**config.mk**
```make
export PLATFORM = sky130hd
export DESIGN_NAME = thc_thermal_protect
export DESIGN_NICKNAME = d
export VERILOG_FILES = /design/src/rtl/thc_pkg.sv /design/src/rtl/thc_filter.sv /design/src/rtl/thc_thermal_protect.sv
export SDC_FILE = /design/constraint.sdc
export NUM_CORES = 1
export LEC_CHECK = 0
export ABC_AREA = 0
export ABC_CLOCK_PERIOD_IN_PS = 4100
export BUFFER_PORTS_ARGS = -buffer_cell sky130_fd_sc_hd__buf_2
export CAP_MARGIN = 30
export CORE_ASPECT_RATIO = 0.6
export CORE_UTILIZATION = 66
export CTS_CLUSTER_DIAMETER = 30
export DETAILED_ROUTE_END_ITERATION = 10
export PLACE_DENSITY = 0.82
export SLEW_MARGIN = 20
export SYNTH_ARGS = -nofsm -noshare
export SYNTH_HDL_FRONTEND = slang
export SYNTH_HIERARCHICAL = 1
export SYNTH_SLANG_ARGS = --single-unit
```
**constraint.sdc**
```tcl
create_clock -name clk -period 4.1 [get_ports clk]
set_input_delay 0.82 -clock clk [delete_from_list [all_inputs] [get_ports clk]]
set_output_delay 0.82 -clock clk [all_outputs]
set_load 0.03 [all_outputs]
```
**src/rtl/thc_pkg.sv**
```systemverilog
`default_nettype none
package thc_pkg;
   // Cluster set and code width
   localparam int NUM_CL  = 6;
   localparam int CODE_W  = 10;
   localparam int CL_REG  = 4;  // Regulator cluster index
   localparam int CL_GLB  = 5;  // Global cluster index
   localparam int N_DIG   = 4;  // Clusters judged from ADC only

   // Register byte offsets
   localparam logic [5:0] OFS_GLOBAL = 6'h00;
   localparam logic [5:0] OFS_CLFLAG = 6'h04;
   localparam logic [5:0] OFS_MASK   = 6'h08;
   localparam logic [5:0] OFS_CONFIG = 6'h0C;
   localparam logic [5:0] OFS_WTHR   = 6'h10;
   localparam logic [5:0] OFS_STHR   = 6'h14;
   localparam logic [5:0] OFS_TEMP7  = 6'h18;
   localparam logic [5:0] OFS_TEMP8  = 6'h1C;
   localparam logic [5:0] OFS_TEMP9  = 6'h20;

   // Field positions
   localparam int GLB_WARN_BIT = 0;
   localparam int GLB_SHUT_BIT = 1;
   localparam int GLB_SEC_BIT  = 2;
   localparam int CL_WARN_LSB  = 0;
   localparam int CL_SHUT_LSB  = 8;
   localparam int CFG_MODE_BIT = 0;
   localparam int TEMP_HI_LSB  = 16;

   // Reset values
   localparam logic [31:0]       MASK_RST = 32'h0000_0000;
   localparam logic              MODE_RST = 1'b0;   // Standard mode
   localparam logic [CODE_W-1:0] WTHR_RST = 10'h1C2; // About 130 C
   localparam logic [CODE_W-1:0] STHR_RST = 10'h199; // About 150 C
   localparam logic [CODE_W-1:0] TEMP_RST = 10'h3FF; // Coldest code

   // Filter timing
   localparam int CLK_MHZ        = 100;
   localparam int FILTER_TIME_US = 100;
   localparam int FILTER_CYC     = FILTER_TIME_US * CLK_MHZ;

   // Output to cluster assignment
   localparam int N_OUT = 16;
   localparam logic [2:0] OUT_CL [N_OUT] = '{
      3'h0, 3'h0, 3'h0, 3'h1, 3'h1, 3'h1, 3'h2, 3'h2,
      3'h2, 3'h3, 3'h3, 3'h3, 3'h4, 3'h4, 3'h5, 3'h5};
endpackage
`default_nettype wire

```
**src/rtl/thc_filter.sv**
```systemverilog
`timescale 1ns/1ps
`default_nettype none
module thc_filter #(
   parameter int CYCLES = 10
) (
   input  wire logic clk,     // System clock
   input  wire logic reset_n, // Sync reset, active low
   input  wire logic cond,    // Over-threshold level
   output logic      hit      // Pulse when time is full
);
   localparam int CW = $clog2(CYCLES + 1);
   localparam logic [CW-1:0] LAST = CW'(CYCLES - 1);
   localparam logic [CW-1:0] FULL = CW'(CYCLES);

   logic [CW-1:0] cnt_q;
   logic [CW-1:0] cnt_d;

   // Restart on any gap, saturate so one pulse per excess
   always_comb
   begin
      if (!cond)
         cnt_d = '0;
      else if (cnt_q == FULL)
         cnt_d = cnt_q;
      else
         cnt_d = cnt_q + 1'b1;
   end

   always_ff @(posedge clk)
   begin
      if (!reset_n)
         cnt_q <= '0;
      else
         cnt_q <= cnt_d;
   end

   assign hit = cond && (cnt_q == LAST);
endmodule
`default_nettype wire

```
**src/rtl/thc_thermal_protect.sv**
```systemverilog
// The placing of the registers and register access over Avalon-MM were decided locally.
`timescale 1ns/1ps
`default_nettype none
// What this block does
// - Global warning flag after warning filter time
// - Filtered shutdown sets flag, outputs off
// - Shutdown discharges gates by resistive low once the global cluster is off
// - Outputs stay off until flags cleared
// - Shutdown needs warning first: two periods
// - Six clusters, each output in one
// - Per-cluster warning, shutdown flag, temperature
// - Code equals (350 - T) / 0.488
// - Temperature codes in status words seven-nine
// - Standard mode: all off, primary regulator kept
// - Cluster mode: only hot cluster off
// - Regulator or global cluster: all off
// - Clusters 1-4 digital, 5-6 comparator shutdown
// - Digital warning and shutdown by code compare
// - Clear-by-one clears only flagged bits
module thc_thermal_protect #(
   parameter int FILTER_CYCLES = thc_pkg::FILTER_CYC,
   parameter int N_OUT         = thc_pkg::N_OUT
) (
   input  wire logic                      clk,             // 100 MHz
   input  wire logic                      reset_n,         // Sync, low
   input  wire logic [3:0]                avs_address,     // Word addr
   input  wire logic                      avs_read,        // Read req
   input  wire logic                      avs_write,       // Write req
   input  wire logic [31:0]               avs_writedata,   // Write data
   input  wire logic [3:0]                avs_byteenable,  // Lanes
   output logic [31:0]                    avs_readdata,    // Read data
   output logic                           avs_waitrequest, // Stall
   input  wire logic                      adc_valid,       // Code strobe
   input  wire logic [2:0]                adc_channel,     // Cluster 0-5
   input  wire logic [thc_pkg::CODE_W-1:0] adc_code,       // Temp code
   input  wire logic [1:0]                cmp_shut_async,  // Cl 5,6 cmp
   input  wire logic                      cmp_second_async, // Cl 5 lvl 2
   output logic [N_OUT-1:0]               out_off,         // Stage off
   output logic                           primary_regulator_off, // Off
   output logic                           gate_resistive_low, // Gates RL
   output logic                           irq              // Level irq
);
   import thc_pkg::*;

   // Byte lanes to bit mask
   function automatic logic [31:0] lane_mask(input logic [3:0] be);
      lane_mask = {{8{be[3]}}, {8{be[2]}}, {8{be[1]}}, {8{be[0]}}};
   endfunction

   // Smaller code is hotter, so compare inverted
   function automatic logic hotter(input logic [CODE_W-1:0] code,
                                   input logic [CODE_W-1:0] thr);
      hotter = (code <= thr);
   endfunction

   logic [2:0]        cmp_meta_q;
   logic [2:0]        cmp_sync_q;
   logic [CODE_W-1:0] temp_q [NUM_CL];
   logic [CODE_W-1:0] temp_d [NUM_CL];
   logic [NUM_CL-1:0] warn_q, warn_d, shut_q, shut_d;
   logic [2:0]        glb_q, glb_d;
   logic [31:0]       mask_q, mask_d;
   logic              mode_q, mode_d;
   logic [CODE_W-1:0] wthr_q, wthr_d, sthr_q, sthr_d;
   logic              ack_q, ack_d;
   logic [31:0]       rdata_q, rdata_d;
   logic [NUM_CL-1:0] off_q, off_d;
   logic [NUM_CL-1:0] over_warn, over_shut, warn_hit, shut_hit;
   logic              sec_hit;
   logic [5:0]        byte_addr;
   logic              wr_take;
   logic [31:0]       wmask;
   logic [31:0]       cl_word;

   // Comparators come from the analog side; two flops first
   always_ff @(posedge clk)
   begin
      if (!reset_n)
      begin
         cmp_meta_q <= 3'h0;
         cmp_sync_q <= 3'h0;
      end
      else
      begin
         cmp_meta_q <= {cmp_second_async, cmp_shut_async};
         cmp_sync_q <= cmp_meta_q;
      end
   end

   // Latest code per cluster from the ADC sequencer
   always_comb
   begin
      for (int i = 0; i < NUM_CL; i++)
         temp_d[i] = temp_q[i];
      if (adc_valid && (adc_channel < 3'(NUM_CL)))
         temp_d[adc_channel] = adc_code;
   end

   always_ff @(posedge clk)
   begin
      for (int i = 0; i < NUM_CL; i++)
      begin
         if (!reset_n)
            temp_q[i] <= TEMP_RST;
         else
            temp_q[i] <= temp_d[i];
      end
   end

   // Per-cluster judgement and filters
   genvar g;
   generate
      for (g = 0; g < NUM_CL; g++)
      begin : gen_cl
         // Warning is digital for every cluster
         assign over_warn[g] = hotter(temp_q[g], wthr_q);
         if (g < N_DIG)
         begin : gen_dig
            assign over_shut[g] = hotter(temp_q[g], sthr_q);
         end
         else
         begin : gen_ana
            // Comparator path keeps working with the ADC off
            assign over_shut[g] = cmp_sync_q[g - N_DIG];
         end
         // Idle while flagged, so a clear re-arms a fresh count
         thc_filter #(.CYCLES(FILTER_CYCLES)) u_warn (
            .clk     (clk),
            .reset_n (reset_n),
            .cond    (over_warn[g] && !warn_q[g]),
            .hit     (warn_hit[g])
         );
         // Shutdown filter only runs once warning is flagged
         thc_filter #(.CYCLES(FILTER_CYCLES)) u_shut (
            .clk     (clk),
            .reset_n (reset_n),
            .cond    (over_shut[g] && warn_q[g] && !shut_q[g]),
            .hit     (shut_hit[g])
         );
      end
   endgenerate

   // Second shutdown level of the regulator cluster
   thc_filter #(.CYCLES(FILTER_CYCLES)) u_second (
      .clk     (clk),
      .reset_n (reset_n),
      .cond    (cmp_sync_q[2] && !glb_q[GLB_SEC_BIT]),
      .hit     (sec_hit)
   );

   // Bus decode helpers; write lands on the accepting edge
   assign byte_addr = {avs_address, 2'b00};
   assign wr_take   = avs_write && ack_q;
   assign wmask     = lane_mask(avs_byteenable) & {32{wr_take}};
   assign cl_word   = {18'h0, shut_q, 2'b00, warn_q};

   // Flag and configuration next state; set wins over clear
   always_comb
   begin
      logic [31:0] clr;
      clr    = 32'h0;
      warn_d = warn_q;
      shut_d = shut_q;
      glb_d  = glb_q;
      mask_d = mask_q;
      mode_d = mode_q;
      wthr_d = wthr_q;
      sthr_d = sthr_q;
      if (byte_addr == OFS_GLOBAL)
      begin
         clr   = avs_writedata & wmask;
         glb_d = glb_q & ~clr[2:0];
      end
      else if (byte_addr == OFS_CLFLAG)
      begin
         clr    = avs_writedata & wmask;
         warn_d = warn_q & ~clr[CL_WARN_LSB +: NUM_CL];
         shut_d = shut_q & ~clr[CL_SHUT_LSB +: NUM_CL];
      end
      else if (byte_addr == OFS_MASK)
         mask_d = (mask_q & ~wmask) | (avs_writedata & wmask);
      else if (byte_addr == OFS_CONFIG)
      begin
         if (wmask[CFG_MODE_BIT])
            mode_d = avs_writedata[CFG_MODE_BIT];
      end
      else if (byte_addr == OFS_WTHR)
         wthr_d = (wthr_q & ~wmask[CODE_W-1:0])
                | (avs_writedata[CODE_W-1:0] & wmask[CODE_W-1:0]);
      else if (byte_addr == OFS_STHR)
         sthr_d = (sthr_q & ~wmask[CODE_W-1:0])
                | (avs_writedata[CODE_W-1:0] & wmask[CODE_W-1:0]);
      warn_d = warn_d | warn_hit;
      shut_d = shut_d | shut_hit;
      if (|warn_hit)
         glb_d[GLB_WARN_BIT] = 1'b1;
      if (|shut_hit)
         glb_d[GLB_SHUT_BIT] = 1'b1;
      if (sec_hit)
         glb_d[GLB_SEC_BIT] = 1'b1;
   end

   always_ff @(posedge clk)
   begin
      if (!reset_n)
      begin
         warn_q <= '0;
         shut_q <= '0;
         glb_q  <= 3'h0;
         mask_q <= MASK_RST;
         mode_q <= MODE_RST;
         wthr_q <= WTHR_RST;
         sthr_q <= STHR_RST;
      end
      else
      begin
         warn_q <= warn_d;
         shut_q <= shut_d;
         glb_q  <= glb_d;
         mask_q <= mask_d;
         mode_q <= mode_d;
         wthr_q <= wthr_d;
         sthr_q <= sthr_d;
      end
   end

   // One wait cycle; read data prepared while stalled
   always_comb
   begin
      ack_d   = (avs_read || avs_write) && !ack_q;
      rdata_d = rdata_q;
      if (avs_read && !ack_q)
      begin
         if (byte_addr == OFS_GLOBAL)
            rdata_d = {29'h0, glb_q};
         else if (byte_addr == OFS_CLFLAG)
            rdata_d = cl_word;
         else if (byte_addr == OFS_MASK)
            rdata_d = mask_q;
         else if (byte_addr == OFS_CONFIG)
            rdata_d = {31'h0, mode_q};
         else if (byte_addr == OFS_WTHR)
            rdata_d = {22'h0, wthr_q};
         else if (byte_addr == OFS_STHR)
            rdata_d = {22'h0, sthr_q};
         else if (byte_addr == OFS_TEMP7)
            rdata_d = {6'h0, temp_q[1], 6'h0, temp_q[0]};
         else if (byte_addr == OFS_TEMP8)
            rdata_d = {6'h0, temp_q[3], 6'h0, temp_q[2]};
         else if (byte_addr == OFS_TEMP9)
            rdata_d = {6'h0, temp_q[5], 6'h0, temp_q[4]};
         else
            rdata_d = 32'h0; // Unmapped reads zero
      end
   end

   always_ff @(posedge clk)
   begin
      if (!reset_n)
      begin
         ack_q   <= 1'b0;
         rdata_q <= 32'h0;
      end
      else
      begin
         ack_q   <= ack_d;
         rdata_q <= rdata_d;
      end
   end

   assign avs_waitrequest = !ack_q;
   assign avs_readdata    = rdata_q;

   // Switch-off state per cluster; held until flags clear
   always_comb
   begin
      logic trig_all;
      logic busy_std;
      logic busy_ana;
      trig_all = mode_q ? (shut_q[CL_REG] || shut_q[CL_GLB])
                        : (|shut_q);
      busy_std = (|warn_q) || (|shut_q)
               || glb_q[GLB_WARN_BIT] || glb_q[GLB_SHUT_BIT];
      busy_ana = warn_q[CL_REG] || shut_q[CL_REG]
               || warn_q[CL_GLB] || shut_q[CL_GLB];
      for (int i = 0; i < NUM_CL; i++)
      begin
         if (trig_all || (mode_q && shut_q[i]))
            off_d[i] = 1'b1;
         else if (mode_q)
            off_d[i] = off_q[i] && (warn_q[i] || shut_q[i] || busy_ana);
         else
            off_d[i] = off_q[i] && busy_std;
      end
   end

   always_ff @(posedge clk)
   begin
      if (!reset_n)
         off_q <= '0;
      else
         off_q <= off_d;
   end

   // Each stage follows exactly one cluster
   generate
      for (g = 0; g < N_OUT; g++)
      begin : gen_out
         assign out_off[g] = off_q[OUT_CL[g]];
      end
   endgenerate

   // Primary regulator survives until the second level
   assign primary_regulator_off = glb_q[GLB_SEC_BIT];
   // Resistive low instead of active low while shut down with the global cluster off
   assign gate_resistive_low = glb_q[GLB_SHUT_BIT] && off_q[CL_GLB];
   assign irq = |(cl_word & mask_q);
endmodule
`default_nettype wire

```
==> impl_results.md <==
* Number of buffers inserted by hold repair at cts at 0
* Clock sink total at 355
* Start-to-end type of the worst setup path: reg2reg
* Hold Crit Endpoint: cmp_sync_q[1]
* Ports placed on the boundary at 113
* Number of synthesized register bits at 355
* Endpoint arrival time on the critical path at 3.42 ns
* Total global-route track usage at 36.4%
* WL/cell at 20.2 um
* Worst setup slack before clock tree synthesis at 1.21 ns
* Async SR Flop Fraction at 0%
* Die boundary width at 221 um
* Number of buffers created by CTS at 47
* Count of antenna-violating nets left after detailed routing at 0
* Final critical path time including I/O delays and setup at 2.96 ns
* Post-synth design cell area at 19100 um2
* Final hold viol count at 0
* Synthesized instance count at 2239
* Number of failing setup endpoints in the final timing report at 0
* Vias in the first global route at 16300
* Vias per Instance at 6.55
* Wire length of the first global-routing pass at 87100 um
* Kind of capture point of the worst setup path: flip-flop
* Maximum fanout encountered on the critical timing path at 11
* Area inside the core boundary at 28000 um2
* Start point of the worst hold path: cmp_meta_q[1]
* Class of the tightest hold or removal check: reg2reg
* Final estimated routing congestion in global placement at 1.03
* Worst reg-to-reg setup slack at 1.14 ns
* First drt pass iteration count at 7
* Count of placed standard cells including taps at 2623
* Final Max Slew Viols at 0
* Reg clk slew, reported paths at 0.06 ns
* Portion of the post-synthesis area used by sequential elements at 37.3%
* Number of placement rows at 47
* Least setup slack across all paths after layout at 1.14 ns
* Starting DRT DRC Count at 1957
* Cell area power density at 387 nW/um2
* Layout overhead on the synthesized area at 12.2%
* Lkg Pwr at 0.00767 uW
* Height of the die at 134 um
* Top-area cell type share of the netlist area at 37.3%
* Crit path required time at 4.56 ns
* Setup bufs post-CTS at 0
* Number of flops mapped to enable cells by yosys at 0
* MaxCap Viol Count at 0
* Nets at 2493
* Final wirelength at 54800 um
* Kind of start point of the critical path: flip-flop
* Number of nets in the synthesized netlist at 2426
* Depth of the most critical reg-to-reg path at 6
* Largest net degree at the start of global routing at 94
* Unrepaired setup endpoints after global routing: no
* Residual DRC at 0
* Ordered cell list for the critical path: inv_1, ha_1, nand4_1, o41ai_1, nand2_1, a211oi_1
* Outcome: complete, no violations
* Achievable clock frequency at 338 MHz
* Fin Setup TNS at 0 ns
* Overflow after GRT at 0
* Share of layout cells above drive strength 1 at 11.6%
* H-tree level count at 2
* Count of cell types in the netlist at 63
* Count of non-filler cells in the finished layout at 2707
* Crit path max-delay cell type: sky130_fd_sc_hd__o41ai_1
* Highest cell delay on the worst timing path at 0.98 ns
* Reg-to-Reg End: gen_cl[5].u_warn/cnt_q[12]
* Synth warn at 6
* Effective utilization at floorplan at 68.1%
* Transition at the pin with the smallest max-transition slack at 1.06 ns
* Ranking of synthesized cells by area: sky130_fd_sc_hd__dfxtp_1 (37%), sky130_fd_sc_hd__ha_1 (8.3%), sky130_fd_sc_hd__nand2_1 (6.3%), sky130_fd_sc_hd__mux2i_1 (4.5%), sky130_fd_sc_hd__a21oi_1 (3.4%)
* Cell type with the highest aggregate area in the netlist: sky130_fd_sc_hd__dfxtp_1
* Worst-case vdd ir drop at 0.290 mV
* Leading register cell type out of synthesis: sky130_fd_sc_hd__dfxtp_1
* Average cell area after synthesis at 8.52 um2
* Max Clock Skew at 0.0108 ns
* Clock insertion delay at the later pin of the skew report at 0.56 ns
* Depth of the worst hold-timing path at 1
* Die outline area at 29600 um2
* Initial antenna violation count at 0
* TritonCTS clock tree: yes
* Detail Placement HPWL at 39600 um
* Part of the cycle the worst path needs at 72.2%
* Number of diodes added for antenna fixing at 0
* Gates resized, CTS repair at 0
* Count of input and output buffers at 112
* Clock tree buffer depth at 3
* Slew Limit Headroom at 28.5%
* DR vias at 17700
* Cell chosen for the clock root: sky130_fd_sc_hd__clkbuf_16
power breakdown:
group          total, uW  internal, uW  switching, uW
clock network       4330          2690           1640
registers           3540          3490           48.6
logic                408           143            265
total               8280          6320           1950
Yosys cell counts (40+ instances only):
| cell type | number |
|---|---|
| sky130_fd_sc_hd__nand3_1 | 117 |
| sky130_fd_sc_hd__nor2b_1 | 54 |
| sky130_fd_sc_hd__or4_1 | 54 |
| sky130_fd_sc_hd__nand2_1 | 318 |
| sky130_fd_sc_hd__o21ai_0 | 113 |
| sky130_fd_sc_hd__dfxtp_1 | 355 |
| sky130_fd_sc_hd__or3_1 | 40 |
| sky130_fd_sc_hd__nor2_1 | 85 |
| sky130_fd_sc_hd__nand4_1 | 57 |
| sky130_fd_sc_hd__mux2i_1 | 86 |
| sky130_fd_sc_hd__ha_1 | 126 |
| sky130_fd_sc_hd__o31ai_1 | 55 |
| sky130_fd_sc_hd__inv_1 | 96 |
| sky130_fd_sc_hd__clkbuf_1 | 80 |
| sky130_fd_sc_hd__a21oi_1 | 131 |
layout make-up:
type                    instances  area (um2)
multi-input cells            1680       11100
fillers                      1996        6590
inverters                      96         360
clock buffers                  55        1280
flip-flops and latches        355        7110
repair buffers                126         686
well taps                     367         459
clock inverters                28         375
worst max path at each step:
stage / cells past startpoint / end / start / slack [ns]
after floorplan: 10 / glb_q[0] / flip-flop / 1.70
after detailed placement: 6 / gen_cl[5].u_warn/cnt_q[12] / flip-flop / 1.21
final: 6 / gen_cl[5].u_warn/cnt_q[12] / flip-flop / 1.14
after global routing: 6 / gen_cl[5].u_warn/cnt_q[12] / flip-flop / 1.07
after CTS: 6 / gen_cl[5].u_warn/cnt_q[12] / flip-flop / 1.24
after global placement: 5 / avs_readdata[21] / avs_address[0] / 1.26
cells by family (layout without fill, tap and decap cells):
group | Yosys count | count (layout) | synth area share [%]
and+or+nand+nor | 954 | 954 | 28.1
xor gates and xnor gates | 26 | 26 | 1.19
muxes | 88 | 88 | 4.69
AOI/OAI and AO/OA | 486 | 486 | 16.2
adders and majority gates | 126 | 126 | 8.27
buffers and inverters | 204 | 305 | 4.34
DFF | 355 | 355 | 37.3
metal layers:
| layer | vias up | global-route usage [%] | share of wire, % |
|---|---|---|---|
| li1 | 8301 | - | - |
| met3 | 119 | 8.54 | 11 |
| met2 | 894 | 53.6 | 42 |
| met5 | - | 0 | 0 |
| met4 | 0 | 9.38 | 2.2 |
| met1 | 8420 | 53.2 | 45 |
cell usage in the layout (no fill, tap or decap), types with 28 or more instances in the layout:
cell and n:
sky130_fd_sc_hd__inv_1 96, sky130_fd_sc_hd__nor2b_1 54, sky130_fd_sc_hd__nand3_1 117, sky130_fd_sc_hd__nand4_1 57
sky130_fd_sc_hd__o31ai_1 55, sky130_fd_sc_hd__mux2i_1 86, sky130_fd_sc_hd__o21ai_0 113, sky130_fd_sc_hd__nand2b_1 34
sky130_fd_sc_hd__dfxtp_1 355, sky130_fd_sc_hd__clkbuf_16 49, sky130_fd_sc_hd__or3_1 40, sky130_fd_sc_hd__or4_1 54
sky130_fd_sc_hd__nor4_1 28, sky130_fd_sc_hd__nand2_1 318, sky130_fd_sc_hd__a21boi_0 38, sky130_fd_sc_hd__a21oi_1 131
sky130_fd_sc_hd__buf_2 112, sky130_fd_sc_hd__ha_1 126, sky130_fd_sc_hd__nor2_1 85
stage by stage:
step	area [um2]	util (%)	hold slack, ns	power, uW
finish	21400	76.5	0.438	8280
global route	21400	76.5	0.461	8480
floorplan	19100	-	0.412	3840
CTS	21400	76.4	0.439	8270
global placement	19700	70.5	0.421	3990
detailed placement	19700	70.5	0.425	4000
critical path, delay by kind of cell, from the launching register on:
| kind | cells | cell delay (ns) |
|---|---|---|
| AOI/OAI and AO/OA | 2 | 1.31 |
| and+or+nand+nor | 2 | 0.69 |
| adders and majority gates | 1 | 0.35 |
| DFF | 1 | 0.34 |
| buffers and inverters | 1 | 0.17 |
No activity file was read; power rests on OpenSTA's default activity.
